[src/inc/ctr_pkg.sv]
package ctr_pkg;
	// counting modes of one counter resource
	typedef enum logic [2:0] {
		CntQuad1x,
		CntQuad2x,
		CntQuad4x,
		CntUp,
		CntDown,
		CntEdgeTimer,
		CntDualEdgeTimer,
		CntPulseCatch
	} count_mode_t;

	// discrete output reactions to an input event
	typedef enum logic [2:0] {
		OutSet,
		OutReset,
		OutPulseOn,
		OutPulseOff,
		OutToggle,
		OutResetCount,
		OutNone
	} out_action_t;

	// motion profile selection
	typedef enum logic [1:0] {
		ProfVelocity,
		ProfRunToLimit,
		ProfRunToPosition,
		ProfStored
	} profile_t;

	// module state shown on the health and fault lamps
	typedef enum logic [2:0] {
		ModRun,
		ModHwFail,
		ModBoot,
		ModProgram,
		ModSelfDiagFail,
		ModWatchdog
	} module_state_t;

	// role of one input point
	typedef enum logic [1:0] {
		RoleCount,
		RoleReset,
		RoleInhibit,
		RoleCapture
	} input_role_t;

	// stored configuration of one counter resource
	typedef struct packed {
		count_mode_t mode;
		logic [1:0]  phaseA;
		logic [1:0]  phaseB;
		logic [1:0]  resetPin;
		logic [1:0]  inhibitPin;
		logic [1:0]  capturePin;
		logic        resetEn;
		logic        inhibitEn;
		logic        captureEn;
	} counter_cfg_t;

	// stored configuration of one discrete output
	typedef struct packed {
		logic        rawMode;
		logic        rawValue;
		logic        source;
		out_action_t action;
		logic [31:0] setpoint;
		logic        usePulse;
	} output_cfg_t;

	// pulse channel command
	typedef struct packed {
		logic        enable;
		logic        stepDirMode;
		profile_t    profile;
		logic        direction;
		logic [31:0] periodUs;
		logic [6:0]  dutyPercent;
		logic [31:0] target;
		logic        limitHit;
	} pulse_cmd_t;

	localparam int          ClockHz        = 20_000_000;
	localparam int          MicroTickNs    = 1000;
	localparam int          ClockNs        = 1_000_000_000 / ClockHz;
	localparam int          MicroTickCount = (MicroTickNs + ClockNs - 1) / ClockNs;
	localparam int          MinPeriodUs    = 4;
	localparam int          MaxPeriodUs    = 50_000;
	localparam logic [6:0]  DutyMin        = 7'h01;
	localparam logic [6:0]  DutyMax        = 7'h63;
	localparam logic [6:0]  DutyDefault    = 7'h32;
	localparam logic [6:0]  DutyFull       = 7'h64;
	localparam int          BlinkMs        = 250;
	localparam int          BlinkCount     = BlinkMs * (ClockHz / 1000);
	localparam int          OutPulseUs     = 1000;
	localparam logic [31:0] Zero32         = 32'h0000_0000;
	localparam logic [31:0] One32          = 32'h0000_0001;
	localparam logic [31:0] SignMask       = 32'h8000_0000;
endpackage

[src/verilog/counter_timer_unit.sv]
`timescale 1ns/1ps
module counter_timer_unit #(
	parameter int BlinkCycles = ctr_pkg::BlinkCount
) (
	input  wire logic                    clock,
	input  wire logic                    rst_n,
	input  wire logic [3:0]              fieldInput,
	input  wire ctr_pkg::counter_cfg_t   counterCfg0,
	input  wire ctr_pkg::counter_cfg_t   counterCfg1,
	input  wire ctr_pkg::output_cfg_t    outputCfg0,
	input  wire ctr_pkg::output_cfg_t    outputCfg1,
	input  wire logic                    pulseChannelEn,
	input  wire ctr_pkg::pulse_cmd_t     pulseCmd,
	input  wire ctr_pkg::module_state_t  moduleState,
	output logic [31:0]                  count0,
	output logic [31:0]                  count1,
	output logic [31:0]                  capture0,
	output logic [31:0]                  capture1,
	output logic [31:0]                  interval0,
	output logic [31:0]                  interval1,
	output logic [1:0]                   pulseCaught,
	output logic [31:0]                  pulsePosition,
	output logic                         pulseRunning,
	output logic                         discrete_output_zero,
	output logic                         discrete_output_one,
	output logic                         healthLamp,
	output logic                         user_program_fault_lamp,
	output logic                         first_input_function,
	output logic                         second_input_function,
	output logic [1:0]                   outputLamp
);
	typedef struct packed {
		logic [3:0]  syncA;
		logic [3:0]  syncB;
		logic [3:0]  lastIn;
		logic [7:0]  microDiv;
		logic [31:0] blinkDiv;
		logic        blink;
		logic [1:0][31:0] count;
		logic [1:0][31:0] capture;
		logic [1:0][31:0] timer;
		logic [1:0][31:0] interval;
		logic [1:0]  timing;
		logic [1:0]  caught;
		logic [1:0]  active;
		logic [1:0][31:0] activeHold;
		logic [1:0]  outLevel;
		logic [1:0][31:0] outPulse;
		logic [1:0]  lastMatch;
		logic        out0;
		logic        out1;
		logic        health;
		logic        fault;
		logic        fn1;
		logic        fn2;
		logic [1:0]  lamp;
	} unit_state_t;

	unit_state_t state;
	unit_state_t next_state;
	logic        microTick;
	logic [1:0]  qUp;
	logic [1:0]  qDown;
	logic        stepA;
	logic        stepB;
	logic        pgRunning;
	logic [31:0] pgPos;
	ctr_pkg::counter_cfg_t cfg [2];
	ctr_pkg::output_cfg_t  ocfg [2];

	assign cfg[0] = counterCfg0;
	assign cfg[1] = counterCfg1;
	assign ocfg[0] = outputCfg0;
	assign ocfg[1] = outputCfg1;
	assign microTick = (state.microDiv == 8'(ctr_pkg::MicroTickCount - 1));

	// phase decoders, routed from the configured input points
	quad_decoder dec0 (
		.clock     (clock),
		.rst_n     (rst_n),
		.mode      (counterCfg0.mode),
		.phaseA    (state.syncB[counterCfg0.phaseA]),
		.phaseB    (state.syncB[counterCfg0.phaseB]),
		.countUp   (qUp[0]),
		.countDown (qDown[0])
	);
	quad_decoder dec1 (
		.clock     (clock),
		.rst_n     (rst_n),
		.mode      (counterCfg1.mode),
		.phaseA    (state.syncB[counterCfg1.phaseA]),
		.phaseB    (state.syncB[counterCfg1.phaseB]),
		.countUp   (qUp[1]),
		.countDown (qDown[1])
	);

	pulse_gen pgen (
		.clock     (clock),
		.rst_n     (rst_n),
		.microTick (microTick),
		.cmd       (pulseCmd),
		.stepA     (stepA),
		.stepB     (stepB),
		.running   (pgRunning),
		.position  (pgPos)
	);

	// rising edge of a synchronised input point
	function automatic logic riseOf(input logic [3:0] now, input logic [3:0] last, input logic [1:0] pin);
		return now[pin] && !last[pin];
	endfunction

	// lamp pair for a module state
	function automatic logic [1:0] lampsFor(input ctr_pkg::module_state_t s, input logic b);
		case (s)
			ctr_pkg::ModRun:          return {1'b1, 1'b0};
			ctr_pkg::ModHwFail:       return {1'b1, 1'b1};
			ctr_pkg::ModBoot:         return {b, b};
			ctr_pkg::ModProgram:      return {b, 1'b0};
			ctr_pkg::ModSelfDiagFail: return {1'b0, b};
			ctr_pkg::ModWatchdog:     return {1'b0, 1'b1};
			default:                  return {1'b0, 1'b0};
		endcase
	endfunction

	always_comb begin
		logic [1:0]  rawLamp;
		logic        rstEv;
		logic        capEv;
		logic        inhibit;
		logic        risePhase;
		logic        fallPhase;
		logic        match;
		logic        ev;
		logic        lvl;
		rawLamp = '0;
		rstEv = 1'b0;
		capEv = 1'b0;
		inhibit = 1'b0;
		risePhase = 1'b0;
		fallPhase = 1'b0;
		match = 1'b0;
		ev = 1'b0;
		lvl = 1'b0;
		next_state = state;
		// two-stage synchroniser; only syncB is read by logic
		next_state.syncA = fieldInput;
		next_state.syncB = state.syncA;
		next_state.lastIn = state.syncB;
		next_state.microDiv = microTick ? 8'h00 : state.microDiv + 8'h01;
		if (state.blinkDiv >= 32'(BlinkCycles - 1)) begin
			next_state.blinkDiv = ctr_pkg::Zero32;
			next_state.blink = !state.blink;
		end else begin
			next_state.blinkDiv = state.blinkDiv + ctr_pkg::One32;
		end
		for (int i = 0; i < 2; i++) begin
			rstEv = cfg[i].resetEn && riseOf(state.syncB, state.lastIn, cfg[i].resetPin);
			capEv = cfg[i].captureEn && riseOf(state.syncB, state.lastIn, cfg[i].capturePin);
			inhibit = cfg[i].inhibitEn && state.syncB[cfg[i].inhibitPin];
			risePhase = riseOf(state.syncB, state.lastIn, cfg[i].phaseA);
			fallPhase = !state.syncB[cfg[i].phaseA] && state.lastIn[cfg[i].phaseA];
			// capture sees the value before any same-cycle clear
			if (capEv) begin
				next_state.capture[i] = state.count[i];
			end
			if (rstEv) begin
				next_state.count[i] = ctr_pkg::Zero32;
			end else if (!inhibit && qUp[i]) begin
				next_state.count[i] = state.count[i] + ctr_pkg::One32;
			end else if (!inhibit && qDown[i]) begin
				next_state.count[i] = state.count[i] - ctr_pkg::One32;
			end
			// timers: edge measures rise to rise, dual edge rise to fall
			if (cfg[i].mode == ctr_pkg::CntEdgeTimer || cfg[i].mode == ctr_pkg::CntDualEdgeTimer) begin
				if (state.timing[i] && microTick) begin
					next_state.timer[i] = state.timer[i] + ctr_pkg::One32;
				end
				if (risePhase) begin
					if (cfg[i].mode == ctr_pkg::CntEdgeTimer && state.timing[i]) begin
						next_state.interval[i] = state.timer[i];
					end
					next_state.timer[i] = ctr_pkg::Zero32;
					next_state.timing[i] = 1'b1;
				end else if (fallPhase && cfg[i].mode == ctr_pkg::CntDualEdgeTimer && state.timing[i]) begin
					next_state.interval[i] = state.timer[i];
					next_state.timing[i] = 1'b0;
				end
			end else begin
				next_state.timing[i] = 1'b0;
			end
			// caught pulse is sticky; a catch beside a clear wins so no pulse is lost
			next_state.caught[i] = (cfg[i].mode == ctr_pkg::CntPulseCatch)
				&& (risePhase || (state.caught[i] && !rstEv));
			// activity window keeps the function lamp blinking briefly
			if (qUp[i] || qDown[i] || risePhase) begin
				next_state.activeHold[i] = 32'(BlinkCycles);
			end else if (state.activeHold[i] != ctr_pkg::Zero32) begin
				next_state.activeHold[i] = state.activeHold[i] - ctr_pkg::One32;
			end
			next_state.active[i] = state.timing[i] || (state.activeHold[i] != ctr_pkg::Zero32);
		end
		// discrete outputs respond to a setpoint match on their source counter
		for (int j = 0; j < 2; j++) begin
			match = (state.count[ocfg[j].source] == ocfg[j].setpoint);
			ev = match && !state.lastMatch[j];
			next_state.lastMatch[j] = match;
			lvl = state.outLevel[j];
			if (state.outPulse[j] != ctr_pkg::Zero32 && microTick) begin
				next_state.outPulse[j] = state.outPulse[j] - ctr_pkg::One32;
				if (state.outPulse[j] == ctr_pkg::One32) begin
					lvl = !lvl;
				end
			end
			if (ev) begin
				case (ocfg[j].action)
					ctr_pkg::OutSet:        lvl = 1'b1;
					ctr_pkg::OutReset:      lvl = 1'b0;
					ctr_pkg::OutToggle:     lvl = !lvl;
					ctr_pkg::OutPulseOn: begin
						lvl = 1'b1;
						next_state.outPulse[j] = 32'(ctr_pkg::OutPulseUs);
					end
					ctr_pkg::OutPulseOff: begin
						lvl = 1'b0;
						next_state.outPulse[j] = 32'(ctr_pkg::OutPulseUs);
					end
					ctr_pkg::OutResetCount: next_state.count[ocfg[j].source] = ctr_pkg::Zero32;
					default: begin
					end
				endcase
			end
			next_state.outLevel[j] = lvl;
		end
		// pulse channel takes both points when enabled, else discrete or raw
		if (pulseChannelEn) begin
			next_state.out0 = stepA;
			next_state.out1 = stepB;
		end else begin
			next_state.out0 = ocfg[0].rawMode ? ocfg[0].rawValue : next_state.outLevel[0];
			next_state.out1 = ocfg[1].rawMode ? ocfg[1].rawValue : next_state.outLevel[1];
		end
		rawLamp = lampsFor(moduleState, state.blink);
		next_state.health = rawLamp[1];
		next_state.fault = rawLamp[0];
		next_state.fn1 = state.active[0] && state.blink;
		next_state.fn2 = state.active[1] && state.blink;
		next_state.lamp = {state.out1, state.out0};
	end

	always_ff @(posedge clock) begin
		if (!rst_n) begin
			state <= '0;
		end else begin
			state <= next_state;
		end
	end

	// pulse outputs re-registered from pulse_gen; every other output taken straight from the state register
	always_ff @(posedge clock) begin
		if (!rst_n) begin
			pulsePosition <= ctr_pkg::Zero32;
			pulseRunning <= 1'b0;
		end else begin
			pulsePosition <= pgPos;
			pulseRunning <= pgRunning;
		end
	end

	assign count0 = state.count[0];
	assign count1 = state.count[1];
	assign capture0 = state.capture[0];
	assign capture1 = state.capture[1];
	assign interval0 = state.interval[0];
	assign interval1 = state.interval[1];
	assign pulseCaught = state.caught;
	assign discrete_output_zero = state.out0;
	assign discrete_output_one = state.out1;
	assign healthLamp = state.health;
	assign user_program_fault_lamp = state.fault;
	assign first_input_function = state.fn1;
	assign second_input_function = state.fn2;
	assign outputLamp = state.lamp;
endmodule

[src/verilog/pulse_gen.sv]
`timescale 1ns/1ps
module pulse_gen (
	input  wire logic                clock,
	input  wire logic                rst_n,
	input  wire logic                microTick,
	input  wire ctr_pkg::pulse_cmd_t cmd,
	output logic                     stepA,
	output logic                     stepB,
	output logic                     running,
	output logic [31:0]              position
);
	typedef struct packed {
		logic [31:0] phase;
		logic [31:0] pos;
		logic        level;
		logic        run;
		logic        a;
		logic        b;
	} pulse_state_t;

	pulse_state_t state;
	pulse_state_t next_state;

	// clamp period into the 20 Hz to 250 kHz band
	function automatic logic [31:0] clampPeriod(input logic [31:0] p);
		if (p < 32'(ctr_pkg::MinPeriodUs)) begin
			return 32'(ctr_pkg::MinPeriodUs);
		end else if (p > 32'(ctr_pkg::MaxPeriodUs)) begin
			return 32'(ctr_pkg::MaxPeriodUs);
		end
		return p;
	endfunction

	// out-of-range duty falls back to the default
	function automatic logic [6:0] clampDuty(input logic [6:0] d);
		if (d < ctr_pkg::DutyMin || d > ctr_pkg::DutyMax) begin
			return ctr_pkg::DutyDefault;
		end
		return d;
	endfunction

	always_comb begin
		logic [31:0] period;
		logic [38:0] highTime;
		logic        stop;
		period = clampPeriod(cmd.periodUs);
		highTime = 39'(period) * 39'(clampDuty(cmd.dutyPercent)) / 39'(ctr_pkg::DutyFull);
		// run-to-limit and run-to-position modes stop on limit or on reaching target
		stop = !cmd.enable;
		case (cmd.profile)
			ctr_pkg::ProfRunToLimit: stop = stop || cmd.limitHit;
			ctr_pkg::ProfRunToPosition: stop = stop || (state.pos == cmd.target);
			default: begin
			end
		endcase
		next_state = state;
		next_state.run = !stop;
		if (stop) begin
			next_state.phase = ctr_pkg::Zero32;
			next_state.level = 1'b0;
		end else if (microTick) begin
			if (state.phase + ctr_pkg::One32 >= period) begin
				next_state.phase = ctr_pkg::Zero32;
				next_state.pos = cmd.direction ? state.pos - ctr_pkg::One32 : state.pos + ctr_pkg::One32;
			end else begin
				next_state.phase = state.phase + ctr_pkg::One32;
			end
			next_state.level = 39'(next_state.phase) < highTime;
		end
		// step/direction or cw/ccw steering
		if (cmd.stepDirMode) begin
			next_state.a = next_state.level;
			next_state.b = cmd.direction;
		end else begin
			next_state.a = next_state.level && !cmd.direction;
			next_state.b = next_state.level && cmd.direction;
		end
	end

	always_ff @(posedge clock) begin
		if (!rst_n) begin
			state <= '0;
		end else begin
			state <= next_state;
		end
	end

	assign stepA = state.a;
	assign stepB = state.b;
	assign running = state.run;
	assign position = state.pos;
endmodule

[src/verilog/quad_decoder.sv]
`timescale 1ns/1ps
module quad_decoder (
	input  wire logic               clock,
	input  wire logic               rst_n,
	input  wire ctr_pkg::count_mode_t mode,
	input  wire logic               phaseA,
	input  wire logic               phaseB,
	output logic                    countUp,
	output logic                    countDown
);
	typedef struct packed {
		logic lastA;
		logic lastB;
		logic up;
		logic down;
	} quad_state_t;

	quad_state_t state;
	quad_state_t next_state;

	// edge resolution by mode; direction from which phase leads
	always_comb begin
		logic edgeA;
		logic edgeB;
		logic rise;
		edgeA = phaseA ^ state.lastA;
		edgeB = phaseB ^ state.lastB;
		rise = edgeA && phaseA;
		next_state = state;
		next_state.lastA = phaseA;
		next_state.lastB = phaseB;
		next_state.up = 1'b0;
		next_state.down = 1'b0;
		case (mode)
			ctr_pkg::CntQuad1x: begin
				// a rising while b low means a leads
				if (rise) begin
					next_state.up = !phaseB;
					next_state.down = phaseB;
				end
			end
			ctr_pkg::CntQuad2x: begin
				if (edgeA) begin
					next_state.up = phaseA ^ phaseB;
					next_state.down = !(phaseA ^ phaseB);
				end
			end
			ctr_pkg::CntQuad4x: begin
				if (edgeA && !edgeB) begin
					next_state.up = phaseA ^ phaseB;
					next_state.down = !(phaseA ^ phaseB);
				end else if (edgeB && !edgeA) begin
					next_state.up = !(phaseA ^ phaseB);
					next_state.down = phaseA ^ phaseB;
				end
			end
			ctr_pkg::CntUp: begin
				next_state.up = rise;
			end
			ctr_pkg::CntDown: begin
				next_state.down = rise;
			end
			default: begin
			end
		endcase
	end

	always_ff @(posedge clock) begin
		if (!rst_n) begin
			state <= '0;
		end else begin
			state <= next_state;
		end
	end

	assign countUp = state.up;
	assign countDown = state.down;
endmodule
[config.mk]
export PLATFORM = sky130hd
export DESIGN_NAME = counter_timer_unit
export DESIGN_NICKNAME = d
export VERILOG_FILES = /design/src/inc/ctr_pkg.sv /design/src/verilog/counter_timer_unit.sv /design/src/verilog/pulse_gen.sv /design/src/verilog/quad_decoder.sv
export SDC_FILE = /design/constraint.sdc
export NUM_CORES = 2
export LEC_CHECK = 0
export ABC_AREA = 1
export BUFFER_PORTS_ARGS = -buffer_cell sky130_fd_sc_hd__buf_2
export CAP_MARGIN = 10
export CELL_PAD_IN_SITES_DETAIL_PLACEMENT = 2
export CELL_PAD_IN_SITES_GLOBAL_PLACEMENT = 2
export CORE_MARGIN = 2
export CORE_UTILIZATION = 34
export DETAILED_ROUTE_END_ITERATION = 10
export GPL_TIMING_DRIVEN = 0
export PLACE_DENSITY = 0.88
export SYNTH_ARGS = -nofsm -noshare
export SYNTH_HDL_FRONTEND = slang
export SYNTH_SLANG_ARGS = --single-unit
[constraint.sdc]
create_clock -name clock -period 15.74 [get_ports clock]
set_clock_uncertainty 0.1 [all_clocks]
set_input_delay 0.787 -clock clock [delete_from_list [all_inputs] [get_ports clock]]
set_output_delay 0.787 -clock clock [all_outputs]
set_load 0.1 [all_outputs]
==> reports/results.tsv <==
stage	metric	value	unit
status	outcome	complete, but fails checks	
status	failing checks	negative setup slack	
drt	post-route DRC violation count	0	
critical_path	Register-to-Register Setup Slack	5.08	ns
drt	final routed wirelength across all metal layers	279000	um
drt	Routed wire per std cell	32.1	um
drt	vias post-DR	52330	
critical_path	CP Launch Point	pulseCmd[42]	
yosys	cell with the most instances after synthesis	nand2_1	
drt	remaining antenna violation count after routing	0	
cells_and_area	net count of the finished layout	7484	
critical_path	startpoint type of the worst setup path	primary input	
global_routing	initial antenna violation count	25	
critical_path	critical path fanouts, max	6	
job	count of maximum capacitance violations	0	
global_routing	Remaining Overflow, GRT	0	
floorplanning	io pins	432	
placed_design	number of placed cells counting well taps	8428	
drt	Initial DRC Count	4732	
clock_network	clock net sink count	564	
critical_path	capturing element type of the critical path	flop	
sta	final worst slack	-3.05	ns
yosys	number of enable flip-flop cells after synthesis	0	
critical_path	CP Data Arrival Time	19.29	ns
yosys	Synth top cells by count	963 x nand2_1, 827 x inv_1, 818 x nor2_1, 564 x dfxtp_1, 384 x a21oi_1	
yosys	ranking of synthesized cells by area	dfxtp_1 26%, nand2_1 8.3%, inv_1 7.1%	
floorplanning	Die Span Y	361	um
yosys	synth warn	0	
sta	final count of negative-setup-slack endpoints	3	
yosys	count of distinct cell types in the synthesized netlist	81	
floorplanning	area of the placeable core	127000	um^2
min_path	path type of the worst min-delay path	in2reg	
sta	worst slew margin relative to its limit	5.35	%
cells_and_area	Area Overhead vs Synth	23.2	%
yosys	Synth Instances	6200	
clock_network	TritonCTS clock tree	done	
global_routing	pin count of the biggest net entering global routing	36	
yosys	Synth Cell Area	43400	um^2
critical_path	dominant cell type by count on the critical path	nand2_4	
yosys	Synth Flop Type	dfxtp_1	
clock_network	cell chosen for the clock root	clkbuf_16	
global_routing	total track usage	34.9	%
global_routing	vias in the first global route	56207	
cells_and_area	share of layout cells above drive strength 1	22.8	%
sta	setup repair after global routing missed its margin	yes	
floorplanning	Die ar.	131000	um^2
floorplanning	die boundary width	361	um
clock_network	number of levels the H-tree was split into	3	
yosys	fraction of registers with async set/reset	0	%
critical_path	Setup crit end	pgen.stepB	
critical_path	slowest stage delay, CP	0.63	ns
drt	Via-to-Cell Ratio	6.02	
critical_path	data required time of the critical path	16.24	ns
cells_and_area	Layout Utilization	42.1	%
clock_network	maximum root-to-sink buffer count	3	
placed_design	worst slack at placement	-2.70	ns
drt	drt pass-1 iters	5	
yosys	proportion of synthesized chip area in sequential cells	26.0	%
sta	share of the clock period used by the worst path	119	%
clock_network	total CTS buffers	69	
clock_network	clock latency on the worst-skew pair	0.67	ns
placed_design	GP Congestion	0.942	
critical_path	cell with the largest stage delay on the worst path	fa_1	
floorplanning	Initial Util	34.1	%
sta	Final Hold Slack	0.303	ns
critical_path	Reg2Reg Launch Point	pgen.state[36]	
placed_design	number of input and output port buffers inserted	428	
sta	Max Slew Vio Count	0	
sta	post-layout min period	18.79	ns
cells_and_area	non-filler cells in the finished layout	8696	
global_routing	first-pass GRT wire length	354000	um
floorplanning	number of placement rows	131	
clock_network	clk slew on worst S/H paths	0.07	ns
sta	maximum clock frequency	0.0532	GHz
critical_path	Crit Path Class	in2reg	
sta	Hold Violations, Final	0	
sta	Worst-Margin Slew	1.41	ns
yosys	post-synth top area cell	dfxtp_1	
placed_design	hpwl dp	148000	um
critical_path	capturing point of the worst reg2reg path	pgen.stepB	
critical_path	number of cell instances on the worst register-to-register path	42	
yosys	syn_area_per_cell	7.00	um^2
yosys	share of the synthesized area in the top cell type	26.0	%
yosys	post-synthesis sequential element count	564	
-- how the worst min path moves through the flow --
| stage | end | depth (start not counted) | start | slack [ns] |
|---|---|---|---|---|
| floorplan | next_state[443] | 2 | next_state[447] | 0.29 |
| global placement | next_state[444] | 2 | next_state[448] | 0.30 |
| detailed placement | next_state[444] | 2 | next_state[448] | 0.30 |
| CTS | dec1.countUp | 2 | counterCfg1[15] | 0.27 |
| global route | dec1.countUp | 2 | counterCfg1[15] | 0.30 |
| finish | dec1.countUp | 2 | counterCfg1[15] | 0.30 |
-- layout by cell type (no fill, tap or decap), types with 24 or more instances in the layout --
master | Yosys | final
inv_2 | 52 | 71
nand2_4 | 87 | 140
o21ai_0 | 379 | 376
nand4_1 | 105 | 105
nor3_1 | 116 | 115
xnor2_1 | 110 | 109
a31oi_1 | 39 | 38
a21oi_1 | 384 | 374
xor2_1 | 194 | 189
dfxtp_1 | 564 | 564
nor2_1 | 818 | 756
clkbuf_1 | 121 | 126
nand3_1 | 266 | 232
nor2_4 | 21 | 45
nand2_2 | 187 | 181
nor4_1 | 63 | 59
inv_1 | 827 | 798
ha_1 | 170 | 153
nand3_2 | 22 | 42
fa_1 | 150 | 137
o21ai_1 | 44 | 36
nor2_2 | 17 | 55
buf_4 | 196 | 316
buf_2 | 0 | 425
clkbuf_16 | 0 | 70
nand2_1 | 963 | 894
conb_1 | 2 | 137
a22oi_1 | 24 | 24
-- layer usage --
metal / global-route usage (%) / wire (um)
met1: 36.7 / 94600
met2: 62.9 / 134000
met3: 6.15 / 21000
met4: 24.6 / 29800
met5: 0 / 130
-- flip-flops by register name, summed over array words and instances, names as in the netlist, 2 cells and up --
signal / flops
pulseCaught: 2
dec0.state: 2
interval1: 32
count0: 32
state: 245
pulsePosition: 32
count1: 32
outputLamp: 2
pgen.state: 33
interval0: 32
capture0: 32
capture1: 32
dec1.state: 2
pgen.position: 32
next_state: 8
-- per-stage QoR --
step | cell area (um^2) | setup TNS [ns]
after global routing | 53500 | -9.44
after floorplan | 43900 | 0
after detailed placement | 48200 | -7.81
after global placement | 48200 | -4.94
final | 53500 | -8.97
after CTS | 51300 | -1.35
-- final cells by class --
class | count | area [um^2]
clock inverters | 31 | 395
fillers | 14813 | 73700
plain buffers | 332 | 2020
multi-input cells | 4535 | 29000
well taps | 1662 | 2080
diodes | 14 | 35.0
clock buffers | 93 | 1940
repair buffers | 561 | 3240
inverters | 904 | 3510
flip-flops and latches | 564 | 11300
-- critical path, delay by kind of cell --
family                     cells  cell delay [ns]
AOI/OAI and AO/OA              9             1.84
xor gates and xnor gates       1             0.39
adders and majority gates      5             2.66
buffers and inverters         16             2.10
and+or+nand+nor               96            11.36
-- logic make-up (layout without fill, tap and decap cells) --
group,after synthesis,in the layout,synth area share [%]
AOI/OAI and AO/OA,998,998,12.7
xor gates and xnor gates,305,305,6.20
adders and majority gates,320,320,11.8
buffers and inverters,1236,1921,12.6
DFF,564,564,26.0
other,2,151,0.0173
and+or+nand+nor,2775,2775,30.7
-- repair_timing --
item | 4_1_cts | 5_1_grt
hold buffers | 0 | 0
buffers inserted | 29 | 97
gates cloned | 1 | 0
pin swaps | 51 | 202
gates resized for setup | 133 | 337
setup endpoints to repair | 3 | 3
Power is not shown: default switching activity piles up to over one toggle a cycle in this logic, so the estimate is an artifact.
